===== src/dprc_pkg.sv =====
package dprc_pkg;
  // Core clock period
  localparam int CLK_PS = 10000;
  // Timing figures in picoseconds
  localparam int PRE_PS = 13750;
  localparam int RESTORE_PS = 32000;
  localparam int AP_RD_PS = 7500;
  localparam int AP_WR_PS = 45000;
  localparam int RFC1_PS = 350000;
  localparam int RFC2_PS = 260000;
  localparam int RFC4_PS = 160000;
  // Least times rounded up to core cycles
  localparam int PRE_CYC = (PRE_PS + CLK_PS - 1) / CLK_PS;
  localparam int RESTORE_CYC = (RESTORE_PS + CLK_PS - 1) / CLK_PS;
  localparam int AP_RD_CYC = (AP_RD_PS + CLK_PS - 1) / CLK_PS;
  localparam int AP_WR_CYC = (AP_WR_PS + CLK_PS - 1) / CLK_PS;
  localparam int RFC1_CYC = (RFC1_PS + CLK_PS - 1) / CLK_PS;
  localparam int RFC2_CYC = (RFC2_PS + CLK_PS - 1) / CLK_PS;
  localparam int RFC4_CYC = (RFC4_PS + CLK_PS - 1) / CLK_PS;
  // Timer loads
  localparam int TW = 8;
  localparam logic [TW-1:0] PRE_LD = TW'(PRE_CYC - 1);
  localparam logic [TW-1:0] RESTORE_LD = TW'(RESTORE_CYC - 1);
  localparam logic [TW-1:0] AP_RD_LD = TW'(AP_RD_CYC - 1);
  localparam logic [TW-1:0] AP_WR_LD = TW'(AP_WR_CYC - 1);
  localparam logic [TW-1:0] RFC1_LD = TW'(RFC1_CYC - 1);
  localparam logic [TW-1:0] RFC2_LD = TW'(RFC2_CYC - 1);
  localparam logic [TW-1:0] RFC4_LD = TW'(RFC4_CYC - 1);
  // Geometry
  localparam int NBANK = 16;
  localparam int AW = 18;
  localparam int ROW_W = 18;
  localparam int AP_BIT = 10;
  localparam int PIN_W = 1 + 5 + 4 + AW;
  // Mode register selects and fields
  localparam logic [3:0] MR_SEL_THREE = 4'h3;
  localparam logic [3:0] MR_SEL_FOUR = 4'h4;
  localparam int MR4_TCR_BIT = 3;
  localparam int MR4_RANGE_BIT = 2;
  localparam int MR3_RATE_LSB = 6;
  localparam logic [2:0] MR3_OTF12 = 3'h5;
  localparam logic [1:0] RATE_1X = 2'h0;
  localparam logic [1:0] RATE_2X = 2'h1;
  localparam logic [1:0] RATE_4X = 2'h2;
  // Row counter steps in quarter rows
  localparam logic [ROW_W+1:0] STEP_1X = 20'h00004;
  localparam logic [ROW_W+1:0] STEP_2X = 20'h00002;
  localparam logic [ROW_W+1:0] STEP_4X = 20'h00001;
  // Internal refresh gear: one of GEAR refreshes executed when cool
  localparam logic [1:0] GEAR_LAST = 2'h1;
  localparam logic [1:0] ZONE_COOL = 2'h0;
  // Register map
  localparam logic [7:0] REG_CTRL = 8'h00;
  localparam logic [7:0] REG_STAT = 8'h04;
  localparam logic [7:0] REG_ROW = 8'h08;
  localparam logic [7:0] REG_SKIP = 8'h0C;
  localparam int ST_BUSY = 16;
  localparam int ST_TCR = 17;
  localparam int ST_RANGE = 18;
  localparam int ST_MODE = 19;
  localparam int ST_VIOL = 22;
  localparam logic [1:0] CTRL_RST = 2'h0;
  // Bank states
  typedef enum logic [3:0] {
    DPRC_IDLE = 4'b0001,
    DPRC_OPEN = 4'b0010,
    DPRC_APRE = 4'b0100,
    DPRC_PRE = 4'b1000
  } dprc_bank_t;
endpackage


===== src/dprc_bank.sv =====
module dprc_bank (
  // Clock and reset
  input wire logic i_core_clk,
  input wire logic i_rst,
  // Commands to this bank
  input wire logic i_act,
  input wire logic i_pre,
  input wire logic i_rd,
  input wire logic i_wr,
  input wire logic i_ap,
  input wire logic i_ref_done,
  // Bank state
  output logic o_open,
  output logic o_ready
);
  import dprc_pkg::*;

  dprc_bank_t st_q, st_d;
  logic [TW-1:0] tmr_q, tmr_d, rst_q, rst_d;

  // Auto precharge waits for both restore and access end
  wire tmr_zero = (tmr_q == '0);
  wire [TW-1:0] ap_dly = i_wr ? AP_WR_LD : AP_RD_LD;
  wire [TW-1:0] ap_load = (rst_q > ap_dly) ? rst_q : ap_dly;

  // Next state
  always_comb begin
    st_d = st_q;
    tmr_d = tmr_zero ? tmr_q : tmr_q - 1'b1;
    rst_d = (rst_q == '0) ? rst_q : rst_q - 1'b1;
    unique case (st_q)
      DPRC_IDLE: if (i_act) begin
        st_d = DPRC_OPEN;
        rst_d = RESTORE_LD;
      end
      DPRC_OPEN: if ((i_rd || i_wr) && i_ap) begin
        st_d = DPRC_APRE;
        tmr_d = ap_load;
      end
      DPRC_APRE: if (tmr_zero) begin
        st_d = DPRC_PRE;
        tmr_d = PRE_LD;
      end
      DPRC_PRE: if (tmr_zero && i_act) begin
        st_d = DPRC_OPEN;
        rst_d = RESTORE_LD;
      end else if (tmr_zero) begin
        st_d = DPRC_IDLE;
      end
      default: st_d = DPRC_IDLE;
    endcase
    // Precharge restarts the period from the latest command
    if (i_pre) begin
      st_d = DPRC_PRE;
      tmr_d = PRE_LD;
    end
    if (i_ref_done) begin
      st_d = DPRC_IDLE;
      tmr_d = '0;
    end
  end

  // State registers
  always_ff @(posedge i_core_clk or posedge i_rst) begin
    if (i_rst) begin
      st_q <= DPRC_IDLE;
      tmr_q <= '0;
      rst_q <= '0;
    end else begin
      st_q <= st_d;
      tmr_q <= tmr_d;
      rst_q <= rst_d;
    end
  end

  // Row stays open until precharge begins
  assign o_open = (st_q == DPRC_OPEN) || (st_q == DPRC_APRE);
  assign o_ready = (st_q == DPRC_IDLE) || (st_q == DPRC_PRE && tmr_zero);

  property p_pre_period;
    @(posedge i_core_clk) disable iff (i_rst)
    i_pre && !i_ref_done |=> !o_ready && !o_open ##1 (o_ready || $past(i_pre));
  endproperty
  a_pre_period: assert property (p_pre_period) else $error("precharge period wrong");

  property p_ap_hold;
    @(posedge i_core_clk) disable iff (i_rst)
    st_q == DPRC_OPEN && (i_rd || i_wr) && i_ap && !i_pre && !i_ref_done
      |=> st_q == DPRC_APRE && tmr_q >= $past(ap_dly) && tmr_q >= $past(rst_q);
  endproperty
  a_ap_hold: assert property (p_ap_hold) else $error("auto precharge not held back");
endmodule // dprc_bank


===== src/dprc_ctrl.sv =====
//Function
// Precharge closes row; reopen after precharge period
// Other banks usable during auto precharge
// Controller activates before read or write
// Repeat precharge retimes from latest command
// Read/write with autoprecharge bit closes bank
// Auto precharge waits for restore and write
// Refresh decoded from low select, row, column
// Controller idles all banks before refresh
// Internal row counter gives refresh address
// Refresh end leaves all banks idle
// Only deselect during refresh cycle time
// Postpone at most 8, 16, 32 refreshes
// Refresh gap at most 9, 17, 33 intervals
// Pull in at most 8, 16, 32 refreshes
// At most 16/32/64 refreshes per window
// Controller raises refresh rate when hot
// Mode bit enables temp controlled refresh, range
// Controller keeps range normal when disabled
// Registers every refresh, skips some internally
// Normal range skipping needs no extra control
// Controller spaces activates short or long
// On-the-fly mode samples bank group bit0
// Faster rates use halved or quartered interval
// Per bank open or idle state kept
// Controller keeps clamped refresh credit counter
//
// The address map and the strobed register port are this design's own decisions.
module dprc_ctrl (
  // Clock and reset
  input wire logic i_core_clk,
  input wire logic i_rst,
  // Command bus from the memory controller
  input wire logic i_link_clk,
  input wire logic i_cs_n,
  input wire logic i_act_n,
  input wire logic i_ras_n,
  input wire logic i_cas_n,
  input wire logic i_we_n,
  input wire logic [1:0] i_bg,
  input wire logic [1:0] i_ba,
  input wire logic [dprc_pkg::AW-1:0] i_addr,
  // Register port
  input wire logic [7:0] i_reg_addr,
  input wire logic [31:0] i_reg_wdata,
  input wire logic i_reg_wr,
  input wire logic i_reg_rd,
  output logic [31:0] o_reg_rdata,
  // Status
  output logic [dprc_pkg::NBANK-1:0] o_bank_open,
  output logic o_refresh_busy,
  output logic o_refresh_exec,
  output logic [dprc_pkg::ROW_W-1:0] o_refresh_row,
  output logic o_cmd_violation
);
  import dprc_pkg::*;

  logic [PIN_W-1:0] meta_q, sync_q;
  logic ck_prev_q;
  logic busy_q, exec_q, viol_q;
  logic [TW-1:0] rfc_q;
  logic [ROW_W+1:0] row_q;
  logic [2:0] mr3_q;
  logic tcr_en_q, tcr_range_q;
  logic [1:0] zone_q, gear_q;
  logic [15:0] skip_cnt_q;
  logic [31:0] rdata_q;
  logic [NBANK-1:0] open_q;
  logic [NBANK-1:0] open_vec, ready_vec;

  // Two-stage synchroniser for every pin
  always_ff @(posedge i_core_clk or posedge i_rst) begin
    if (i_rst) begin
      meta_q <= '0;
      sync_q <= '0;
      ck_prev_q <= 1'b0;
    end else begin
      meta_q <= {i_link_clk, i_cs_n, i_act_n, i_ras_n, i_cas_n, i_we_n, i_bg, i_ba, i_addr};
      sync_q <= meta_q;
      ck_prev_q <= sync_q[PIN_W-1];
    end
  end

  // Synchronised pin fields
  wire s_ck = sync_q[PIN_W-1];
  wire s_cs_n = sync_q[PIN_W-2];
  wire s_act_n = sync_q[PIN_W-3];
  wire s_ras_n = sync_q[PIN_W-4];
  wire s_cas_n = sync_q[PIN_W-5];
  wire s_we_n = sync_q[PIN_W-6];
  wire [1:0] s_bg = sync_q[AW+3:AW+2];
  wire [1:0] s_ba = sync_q[AW+1:AW];
  wire [AW-1:0] s_addr = sync_q[AW-1:0];
  wire [3:0] bank_idx = {s_bg, s_ba};
  wire s_ap = s_addr[AP_BIT];

  // Command decode on the link clock rising edge
  wire ck_rise = s_ck & ~ck_prev_q;
  wire cmd_v = ck_rise & ~s_cs_n;
  wire nact = cmd_v & s_act_n;
  wire act_c = cmd_v & ~s_act_n;
  wire ref_c = nact & ~s_ras_n & ~s_cas_n & s_we_n;
  wire pre_c = nact & ~s_ras_n & s_cas_n & ~s_we_n;
  wire wr_c = nact & s_ras_n & ~s_cas_n & ~s_we_n;
  wire rd_c = nact & s_ras_n & ~s_cas_n & s_we_n;
  wire mrs_c = nact & ~s_ras_n & ~s_cas_n & ~s_we_n;

  // Bank lookups for the addressed bank, and whether all banks are ready
  wire tgt_open = open_vec[bank_idx];
  wire tgt_ready = ready_vec[bank_idx];
  wire all_ready = &ready_vec;

  // Commands during refresh, and activates or accesses to banks in a wrong state, are dropped
  wire act_ok = act_c & ~busy_q & tgt_ready;
  wire pre_ok = pre_c & ~busy_q;
  wire rw_ok = (rd_c | wr_c) & ~busy_q & tgt_open;
  wire ref_ok = ref_c & ~busy_q;
  wire mrs_ok = mrs_c & ~busy_q;

  // Rule breaks by the controller raise a sticky flag
  wire bad_busy = busy_q & (act_c | pre_c | rd_c | wr_c | ref_c | mrs_c);
  wire bad_rw = (rd_c | wr_c) & ~busy_q & ~tgt_open;
  wire bad_act = act_c & ~busy_q & ~tgt_ready;
  wire bad_ref = ref_ok & ~all_ready;
  wire viol_set = bad_busy | bad_rw | bad_act | bad_ref;

  // Refresh end
  wire rfc_zero = (rfc_q == '0);
  wire ref_done = busy_q & rfc_zero;

  // Per-bank state machines
  for (genvar b = 0; b < NBANK; b++) begin : g_bank
    wire hit = (bank_idx == 4'(b));
    dprc_bank u_bank (
      .i_core_clk(i_core_clk),
      .i_rst(i_rst),
      .i_act(act_ok & hit),
      .i_pre(pre_ok & (hit | s_ap)),
      .i_rd(rw_ok & rd_c & hit),
      .i_wr(rw_ok & wr_c & hit),
      .i_ap(s_ap),
      .i_ref_done(ref_done),
      .o_open(open_vec[b]),
      .o_ready(ready_vec[b])
    );
  end

  // Bank of the latest auto precharge access, watched until it closes
  logic [3:0] ap_bank_q;
  always_ff @(posedge i_core_clk or posedge i_rst) begin
    if (i_rst) begin
      ap_bank_q <= 4'h0;
    end else if (rw_ok && s_ap) begin
      ap_bank_q <= bank_idx;
    end
  end
  wire ap_bank_open = open_vec[ap_bank_q];

  // Refresh rate: fixed from mode, or picked per command by bank group bit0
  wire otf = mr3_q[2] & (mr3_q[1] ^ mr3_q[0]); // Reserved codes run as 1x
  wire [1:0] otf_rate = (mr3_q == MR3_OTF12) ? RATE_2X : RATE_4X;
  wire [1:0] eff_rate = !otf ? mr3_q[1:0] : (s_bg[0] ? otf_rate : RATE_1X);
  wire [TW-1:0] rfc_ld = (eff_rate == RATE_2X) ? RFC2_LD :
                         (eff_rate == RATE_4X) ? RFC4_LD : RFC1_LD;
  wire [ROW_W+1:0] step = (eff_rate == RATE_2X) ? STEP_2X :
                          (eff_rate == RATE_4X) ? STEP_4X : STEP_1X;

  // Temperature controlled skipping: cool case runs one of two refreshes
  wire skip_zone = tcr_en_q & (zone_q == ZONE_COOL);
  wire ref_exec = ~skip_zone | (gear_q == GEAR_LAST);

  // Refresh sequencer and internal row counter
  always_ff @(posedge i_core_clk or posedge i_rst) begin
    if (i_rst) begin
      busy_q <= 1'b0;
      rfc_q <= '0;
      row_q <= '0;
      gear_q <= '0;
      exec_q <= 1'b0;
      skip_cnt_q <= '0;
    end else begin
      exec_q <= ref_ok & ref_exec;
      if (ref_ok) begin
        busy_q <= 1'b1;
        rfc_q <= rfc_ld;
        gear_q <= (skip_zone && gear_q != GEAR_LAST) ? gear_q + 2'h1 : 2'h0;
        if (ref_exec) begin
          row_q <= row_q + step;
        end else begin
          skip_cnt_q <= skip_cnt_q + 16'h0001;
        end
      end else if (ref_done) begin
        busy_q <= 1'b0;
      end else if (busy_q) begin
        rfc_q <= rfc_q - 1'b1;
      end
    end
  end

  // Mode register writes carried on the command bus
  always_ff @(posedge i_core_clk or posedge i_rst) begin
    if (i_rst) begin
      mr3_q <= 3'h0;
      tcr_en_q <= 1'b0;
      tcr_range_q <= 1'b0;
    end else if (mrs_ok && bank_idx == MR_SEL_THREE) begin
      mr3_q <= s_addr[MR3_RATE_LSB+2:MR3_RATE_LSB];
    end else if (mrs_ok && bank_idx == MR_SEL_FOUR) begin
      tcr_en_q <= s_addr[MR4_TCR_BIT];
      tcr_range_q <= s_addr[MR4_RANGE_BIT];
    end
  end

  // Register write decode
  wire wr_ctrl = i_reg_wr & (i_reg_addr == REG_CTRL);
  wire wr_stat = i_reg_wr & (i_reg_addr == REG_STAT);
  wire viol_clr = wr_stat & i_reg_wdata[ST_VIOL];

  // Control register and sticky violation flag, set beats clear
  always_ff @(posedge i_core_clk or posedge i_rst) begin
    if (i_rst) begin
      zone_q <= CTRL_RST;
      viol_q <= 1'b0;
    end else begin
      if (wr_ctrl) begin
        zone_q <= i_reg_wdata[1:0];
      end
      viol_q <= viol_set | (viol_q & ~viol_clr);
    end
  end

  // Read data selection
  wire [31:0] stat_word = {9'h000, viol_q, mr3_q, tcr_range_q, tcr_en_q, busy_q, open_q};
  wire [31:0] rd_mux = (i_reg_addr == REG_CTRL) ? {30'h00000000, zone_q} :
                       (i_reg_addr == REG_STAT) ? stat_word :
                       (i_reg_addr == REG_ROW) ? {14'h0000, row_q[ROW_W+1:2]} :
                       (i_reg_addr == REG_SKIP) ? {16'h0000, skip_cnt_q} : 32'h00000000;

  // Read data for one cycle, bank state snapshot
  always_ff @(posedge i_core_clk or posedge i_rst) begin
    if (i_rst) begin
      rdata_q <= 32'h00000000;
      open_q <= '0;
    end else begin
      rdata_q <= i_reg_rd ? rd_mux : 32'h00000000;
      open_q <= open_vec;
    end
  end

  // Outputs
  assign o_reg_rdata = rdata_q;
  assign o_bank_open = open_q;
  assign o_refresh_busy = busy_q;
  assign o_refresh_exec = exec_q;
  assign o_refresh_row = row_q[ROW_W+1:2];
  assign o_cmd_violation = viol_q;

  property p_ref_busy;
    @(posedge i_core_clk) disable iff (i_rst)
    ref_ok |=> o_refresh_busy [*8];
  endproperty
  a_ref_busy: assert property (p_ref_busy) else $error("refresh not taken");

  property p_row_step;
    @(posedge i_core_clk) disable iff (i_rst)
    ref_ok && ref_exec |=> row_q == $past(row_q) + $past(step) && o_refresh_exec;
  endproperty
  a_row_step: assert property (p_row_step) else $error("row counter did not advance");

  property p_row_ext;
    @(posedge i_core_clk) disable iff (i_rst)
    ref_ok |=> row_q == $past(row_q) || row_q == $past(row_q) + $past(step);
  endproperty
  a_row_ext: assert property (p_row_ext) else $error("refresh row not from counter");

  property p_skip_hold;
    @(posedge i_core_clk) disable iff (i_rst)
    ref_ok && !ref_exec |=> $stable(row_q) && !o_refresh_exec && o_refresh_busy;
  endproperty
  a_skip_hold: assert property (p_skip_hold) else $error("skipped refresh moved row");

  property p_no_skip;
    @(posedge i_core_clk) disable iff (i_rst)
    ref_ok && !tcr_en_q |=> o_refresh_exec;
  endproperty
  a_no_skip: assert property (p_no_skip) else $error("skip with mode off");

  property p_ref_idle;
    @(posedge i_core_clk) disable iff (i_rst)
    ref_done |=> !o_refresh_busy ##1 o_bank_open == '0;
  endproperty
  a_ref_idle: assert property (p_ref_idle) else $error("bank open after refresh");

  property p_pre_all;
    @(posedge i_core_clk) disable iff (i_rst)
    pre_ok && s_ap |-> ##2 o_bank_open == '0;
  endproperty
  a_pre_all: assert property (p_pre_all) else $error("all-bank precharge left a row open");

  property p_mr4;
    @(posedge i_core_clk) disable iff (i_rst)
    mrs_ok && bank_idx == MR_SEL_FOUR |=> tcr_en_q == $past(s_addr[MR4_TCR_BIT])
      && tcr_range_q == $past(s_addr[MR4_RANGE_BIT]);
  endproperty
  a_mr4: assert property (p_mr4) else $error("mode bits not stored");

  property p_otf;
    @(posedge i_core_clk) disable iff (i_rst)
    ref_ok && otf && s_bg[0] |-> eff_rate != RATE_1X && rfc_ld != RFC1_LD;
  endproperty
  a_otf: assert property (p_otf) else $error("fast refresh not selected");

  property p_bad_rw;
    @(posedge i_core_clk) disable iff (i_rst)
    bad_rw |=> o_cmd_violation;
  endproperty
  a_bad_rw: assert property (p_bad_rw) else $error("access to idle bank not flagged");

  property p_bad_act;
    @(posedge i_core_clk) disable iff (i_rst)
    bad_act |=> o_cmd_violation;
  endproperty
  a_bad_act: assert property (p_bad_act) else $error("early activate not flagged");

  property p_busy_viol;
    @(posedge i_core_clk) disable iff (i_rst)
    bad_busy |=> o_cmd_violation && o_refresh_busy;
  endproperty
  a_busy_viol: assert property (p_busy_viol) else $error("command in refresh not flagged");

  property p_ap_close;
    @(posedge i_core_clk) disable iff (i_rst)
    rw_ok && s_ap |=> ##[0:7] !ap_bank_open;
  endproperty
  a_ap_close: assert property (p_ap_close) else $error("auto precharge left the bank open");

  property p_rdata_once;
    @(posedge i_core_clk) disable iff (i_rst)
    !i_reg_rd |=> o_reg_rdata == 32'h00000000;
  endproperty
  a_rdata_once: assert property (p_rdata_once) else $error("read data outside its cycle");

  c_ref_exec: cover property (@(posedge i_core_clk) disable iff (i_rst) ref_ok && ref_exec);
  c_ref_skip: cover property (@(posedge i_core_clk) disable iff (i_rst) ref_ok && !ref_exec);
  c_auto_pre: cover property (@(posedge i_core_clk) disable iff (i_rst) rw_ok && s_ap);
  c_otf_ref: cover property (@(posedge i_core_clk) disable iff (i_rst) ref_ok && otf && s_bg[0]);
  c_pre_all: cover property (@(posedge i_core_clk) disable iff (i_rst) pre_ok && s_ap);
endmodule // dprc_ctrl


===== config.mk =====
export PLATFORM = sky130hd
export DESIGN_NAME = dprc_ctrl
export DESIGN_NICKNAME = d
export VERILOG_FILES = /design/src/dprc_pkg.sv /design/src/dprc_bank.sv /design/src/dprc_ctrl.sv
export SDC_FILE = /design/constraint.sdc
export NUM_CORES = 1
export LEC_CHECK = 0
export ABC_AREA = 1
export BUFFER_PORTS_ARGS = -buffer_cell sky130_fd_sc_hd__buf_2
export CELL_PAD_IN_SITES_DETAIL_PLACEMENT = 0
export CELL_PAD_IN_SITES_GLOBAL_PLACEMENT = 1
export CORE_ASPECT_RATIO = 0.8
export CORE_UTILIZATION = 50
export DETAILED_ROUTE_END_ITERATION = 8
export GPL_ROUTABILITY_DRIVEN = 0
export PLACE_DENSITY_LB_ADDON = 0.3
export SYNTH_ARGS = -nofsm -noshare
export SYNTH_HDL_FRONTEND = slang
export SYNTH_SLANG_ARGS = --single-unit
export TNS_END_PERCENT = 30

===== constraint.sdc =====
create_clock -name i_core_clk -period 26 [get_ports i_core_clk]
set_clock_uncertainty 0.05 [all_clocks]
set_input_delay 5.2 -clock i_core_clk [delete_from_list [all_inputs] [get_ports i_core_clk]]
set_output_delay 5.2 -clock i_core_clk [all_outputs]
set_load 0.01 [all_outputs]

After elaboration in Yosys (flattened, before gate mapping)
Cells that the tools add are included.
{"block": "totals", "reg_bits": 472, "inputBits": 72}
{"block": "classes", "addsub": 36, "n_lt_le_gt_ge": 17, "n_eq_ne": 152, "muxes": 342, "bitwise": 141, "n_reduce_logical": 158}
{"cell": "$mux 8", "count": 147}
{"cell": "$pmux 8 s2", "count": 32}
{"cell": "$mux 4", "count": 112}
{"cell": "$logic_not 8->1", "count": 34}
{"cell": "$sub 8x1->8 const B", "count": 33}
{"cell": "$pmux 4 s4", "count": 16}
{"cell": "$ne 4x2->1 const B", "count": 45}
{"cell": "$gt 8x8->1", "count": 16}
{"cell": "$and 1x1->1", "count": 99}
{"cell": "$eq 4x4->1 const B", "count": 24}
{"cell": "$eq 4x3->1 const B", "count": 20}
{"cell": "$ne 5x2->1 const B", "count": 15}
{"cell": "$eq 4x2->1 const B", "count": 18}
{"cell": "$mux 23", "count": 3}
{"cell": "$eq 4x1->1 const B", "count": 17}
{"cell": "$reduce_and 4->1", "count": 16}
{"cell": "$mux 3", "count": 18}
{"cell": "$logic_and 1x1->1", "count": 51}
{"cell": "$logic_or 1x1->1", "count": 48}
{"cell": "$or 1x1->1", "count": 27}
{"cell": "$add 20x3->20", "count": 1}
{"cell": "$mux 18", "count": 1}
{"cell": "$add 16x1->16 const B", "count": 1}
{"cell": "$eq 8x4->1 const B", "count": 2}
{"cell": "22 further kinds", "count": 50}

Depth between registers and ports, before layout
{"block": "depth", "ltp_word": 19, "ltp_mapped": 22, "depth_no_buf": 21}

By module
From an unflattened synthesis, not the netlist that was laid out.
{"block": "unflattened", "cells_unflattened": 4036, "hier_area_um2": 30596.8}
{"mod": "dprc_bank (g_bank[0].u_bank ...)", "n_inst": 13, "cells_per_inst": 196, "area_per_inst_um2": 1473.9, "seq_area_each_um2": 501.7}
{"mod": "dprc_ctrl", "n_inst": 1, "cells_per_inst": 897, "area_per_inst_um2": 6834.1, "seq_area_each_um2": 3203.1}
{"mod": "dprc_bank (g_bank[7].u_bank ...)", "n_inst": 3, "cells_per_inst": 197, "area_per_inst_um2": 1534.0, "seq_area_each_um2": 501.7}

Worst setup path after synthesis
Ideal clock, no wire load.
{"block": "synth_timing", "kind": "input port to flip-flop", "from": "in i_reg_addr[5]", "to": "reg rdata_q[10] (netlist: o_reg_rdata[10])", "setup_ps": 120, "arrival_ps": 6761, "required_time_ps": 25830, "path_slack_ps": 19068, "path_stages": 7, "path_buffers": 1, "path_cell_list": "nor4_1 -> inv_1 -> nor4_1 -> nor2_1 -> clkbuf_1 -> o211ai_1 -> inv_1"}
{"block": "synth_via", "elab_chain_len": 6}
{"item": "from (decl)", "line_no": "dprc_ctrl.sv:44", "source": "input wire logic [7:0] i_reg_addr,"}
{"item": "$eq 8x4->1", "line_no": "dprc_ctrl.sv:237", "source": "(i_reg_addr == REG_SKIP) ? {16'h0000, skip_cnt_q} : 32'h00000000;"}
{"item": "$mux 16", "line_no": "dprc_ctrl.sv:237"}
{"item": "$mux 18", "line_no": "dprc_ctrl.sv:236", "source": "(i_reg_addr == REG_ROW) ? {14'h0000, row_q[ROW_W+1:2]} :"}
{"item": "$mux 23", "line_no": "dprc_ctrl.sv:235", "source": "(i_reg_addr == REG_STAT) ? stat_word :"}
{"item": "$mux 23 (*)", "line_no": "dprc_ctrl.sv:234", "source": "wire [31:0] rd_mux = (i_reg_addr == REG_CTRL) ? {30'h00000000, zone_q} :"}
{"item": "$mux 23 (*)", "line_no": "dprc_ctrl.sv:245", "source": "rdata_q <= i_reg_rd ? rd_mux : 32'h00000000;"}
{"item": "to (signal assigned)", "line_no": "dprc_ctrl.sv:245"}
{"item": "to (decl)", "line_no": "dprc_ctrl.sv:67", "source": "logic [31:0] rdata_q;"}
Every way passes the cells marked *; elsewhere a longest branch is shown, timed or not.
A chain may end at the register's enable or synchronous reset.

Final worst setup path
{"block": "layout_timing", "from": "in i_reg_addr[5]", "to": "reg rdata_q[20] (netlist: o_reg_rdata[20])"}
{"block": "layout_via", "elab_chain_len": 4}
{"item": "$eq 8x3->1", "line_no": "dprc_ctrl.sv:235"}
{"item": "$mux 23", "line_no": "dprc_ctrl.sv:235"}
{"item": "$mux 23 (*)", "line_no": "dprc_ctrl.sv:234"}
{"item": "$mux 23 (*)", "line_no": "dprc_ctrl.sv:245"}
Marked as above.

==> flow_summary.toml <==
[outcome]
status = "finished clean"

[synth]
yosys_warnings = 0
synthArstFlopShare_pct = 100
synthXorXnorAreaFrac_pct = 3.78
synth_compound_area_share_pct = 11.8
syn_area_um2 = 27600
synthAdderAreaFrac_pct = 4.66
synth-simple-area-share_pct = 28.1
seq_area_frac_synth_pct = 40.7
synth-seq-cells = 448
synth_edf_count = 0
syn_area_per_cell_um2 = 7.46
ys.flop_type = "dfrtp_1"
synthDistinctLibCells = 58
synth_top_family_by_area = "simple AND/OR/NAND/NOR gates"
muxShareOfSynthArea_pct = 0.204
synth_cells = 3694

[clock_tree]
cts_made_buffers = 48
cts.root.buffer_cell = "clkbuf_16"
clkSinkCount = 448
cts_resized = 0
cts_tree = "done"
postCtsSetupBuffers = 0
worstSkewPairLatency_ns = 0.60
cts_hold_buf = 0
path_clk_slew_ns = 0.06
htree_levels = 2
cts_max_path_buffers = 3

[placement]
dp_hpwl_um = 51200
placed_cell_area_um2 = 28600
port_buffers = 90

[critical_path]
worstSetupStartpoint = "i_reg_addr[5]"
cp-start-kind = "primary input"
crit_arrival_ns = 7.62
crit_fanout = 15
critical_path_class = "primary input to register"
timing.rr.start = "g_bank[7].u_bank.st_q[0]"
cp-end-kind = "register"
cp.required_ns = 26.40

[timing]
slew_violations = 0
timing.fmax_mhz = 139
timing.hold.ws_ns = 0.288
setup_violations = 0
rsz0062_at_grt = "no"
tightest_slew_ns = 1.16
period_share_pct = 27.7
hold_viol_final = 0
relSlewSlack_pct = 22.6
period_minus_slack_ns = 7.21
setup_tns_ns = 0

[detailed_routing]
drt_iter0_drc = 1987
drtPass1Iterations = 5
viasPerCell = 5.32
wl_per_cell_um = 15.8
via_count = 24100
antenna_left = 0
drc_errors = 0
wirelength_um = 71700

[global_route]
grt_overflow_total = 0
grt_usage_pct = 25.9
grt_pass1_vias = 22400
grt_max_degree = 114
antenna_found_initial = 1
grt_pass1_wl_um = 118000

[cells_and_area]
final_common_cell = "inv_1"
final_area_um2 = 30400
diodes = 0
fin_util_pct = 56.3
fin_nets = 3959
syn2layout_area_growth_pct = 10.4
drive_gt1_share_pct = 8.79
final_cell_mix = "640 x inv_1, 617 x nand2_1, 432 x dfrtp_1"

[floorplan]
core_um2 = 54100
num_rows = 76
die_height_um = 212
die_area_um2 = 56100
die_x_um = 265
io_pins = 141
start_util_pct = 50.9

[power]
leakagePower_nw = 15.9
powerDensity_nw_per_um2 = 102
peakVddDrop_mv = 0.0705

[hold_path]
min_path_type = "register to register"
min-delay-start = "meta_q[22]"

[job]
drv_cap = 0
## per-layer routing
metal / up-vias / routed length, um / GRT usage, %
met1: 11100 / 35500 / 38.7
li1: 12200 / - / -
met2: 637 / 30000 / 39.0
met3: 95 / 4710 / 4.45
met4: 0 / 1490 / 5.95
met5: - / 0 / 0
## cell type report
| class | count | area [um2] |
|---|---|---|
| repair buffers | 106 | 571 |
| flip-flops and latches | 448 | 11200 |
| fillers | 5126 | 23700 |
| clock inverters | 22 | 418 |
| clock buffers | 67 | 1380 |
| well taps | 702 | 878 |
| inverters | 662 | 2490 |
| multi-input cells | 2519 | 13500 |
## Yosys cell counts (10+ instances only)
cell type,instances,share of area [%]
inv_1,642,8.7
nand2_1,617,8.4
dfrtp_1,432,39
nor2_1,410,5.6
nand3_1,321,5.8
o21ai_0,234,4.2
a21oi_1,209,3.8
nand4_1,141,3.2
ha_1,101,4.6
xor2_1,82,2.6
nor3_1,79,1.4
xnor2_1,37,1.2
o211ai_1,36,0.98
buf_4,30,0.82
o21ai_1,28,0.51
nor2_2,25,0.57
clkbuf_1,22,0.30
nor2_4,20,0.82
or2_2,18,0.41
a211oi_1,16,0.44
dfstp_2,16,1.5
nand2_2,16,0.36
nand3b_1,16,0.44
buf_2,13,0.24
a31oi_1,12,0.27
inv_2,12,0.16
nand3_2,12,0.44
o221ai_1,11,0.35
o21bai_1,10,0.27
## metrics by stage
stage                     power [W]  setup WS, ns  std cells
final                       0.00311         18.79       4526
after global routing        0.00339         18.49       4526
after CTS                   0.00312         18.83       4526
after detailed placement    0.00232         18.23       4437
after global placement      0.00230         18.31       4437
after floorplan             0.00207          8.29       3702
## worst max-delay path, stage by stage
cell	delay [ns]
buf_2	0.10
nor4_1	0.49
inv_1	0.13
nor4_1	0.74
nor2_1	0.52
inv_1	0.34
nor3_1	0.08
## where the power goes
group | internal (W) | leakage (nW) | total, W | switching [W]
Sequential | 0.000939 | 5.58 | 0.00115 | 0.000211
Clock | 0.000482 | 0.884 | 0.000784 | 0.000302
Combinational | 0.000474 | 9.46 | 0.00117 | 0.000700
## sequential cells by signal (all words and copies together), names as in the netlist, 2 cells and up
signal / flops
o_reg_rdata: 23
zone_q: 2
meta_q: 16
g_bank.u_bank.st_q: 64
g_bank.u_bank.rst_q: 128
row_q: 20
g_bank.u_bank.tmr_q: 128
skip_cnt_q: 16
o_bank_open: 16
mr3_q: 3
gear_q: 2
sync_q: 16
rfc_q: 8
## path summary, 6_finish.rpt
path / to / slack, ns / depth (start not counted)
min: sync_q[22] / 0.29 / 0
min in group asynchronous: g_bank[3].u_bank.tmr_q[1] / 4.63 / 2
max: o_reg_rdata[20] / 18.79 / 7
max in group asynchronous: g_bank[9].u_bank.rst_q[7] / 19.09 / 4
min reg2reg: sync_q[22] / 0.29 / 0
max reg2reg: g_bank[8].u_bank.tmr_q[0] / 21.85 / 20
## logic make-up (layout without fill, tap and decap cells)
family,count (synthesis),after routing
flops,448,448
fa+ha+maj,102,102
mux,5,5
compound gates,590,590
xor+xnor,119,119
other cells,1,9
buf+inv,735,857
simple gates,1694,1694
(Power assumes the default switching activity.)
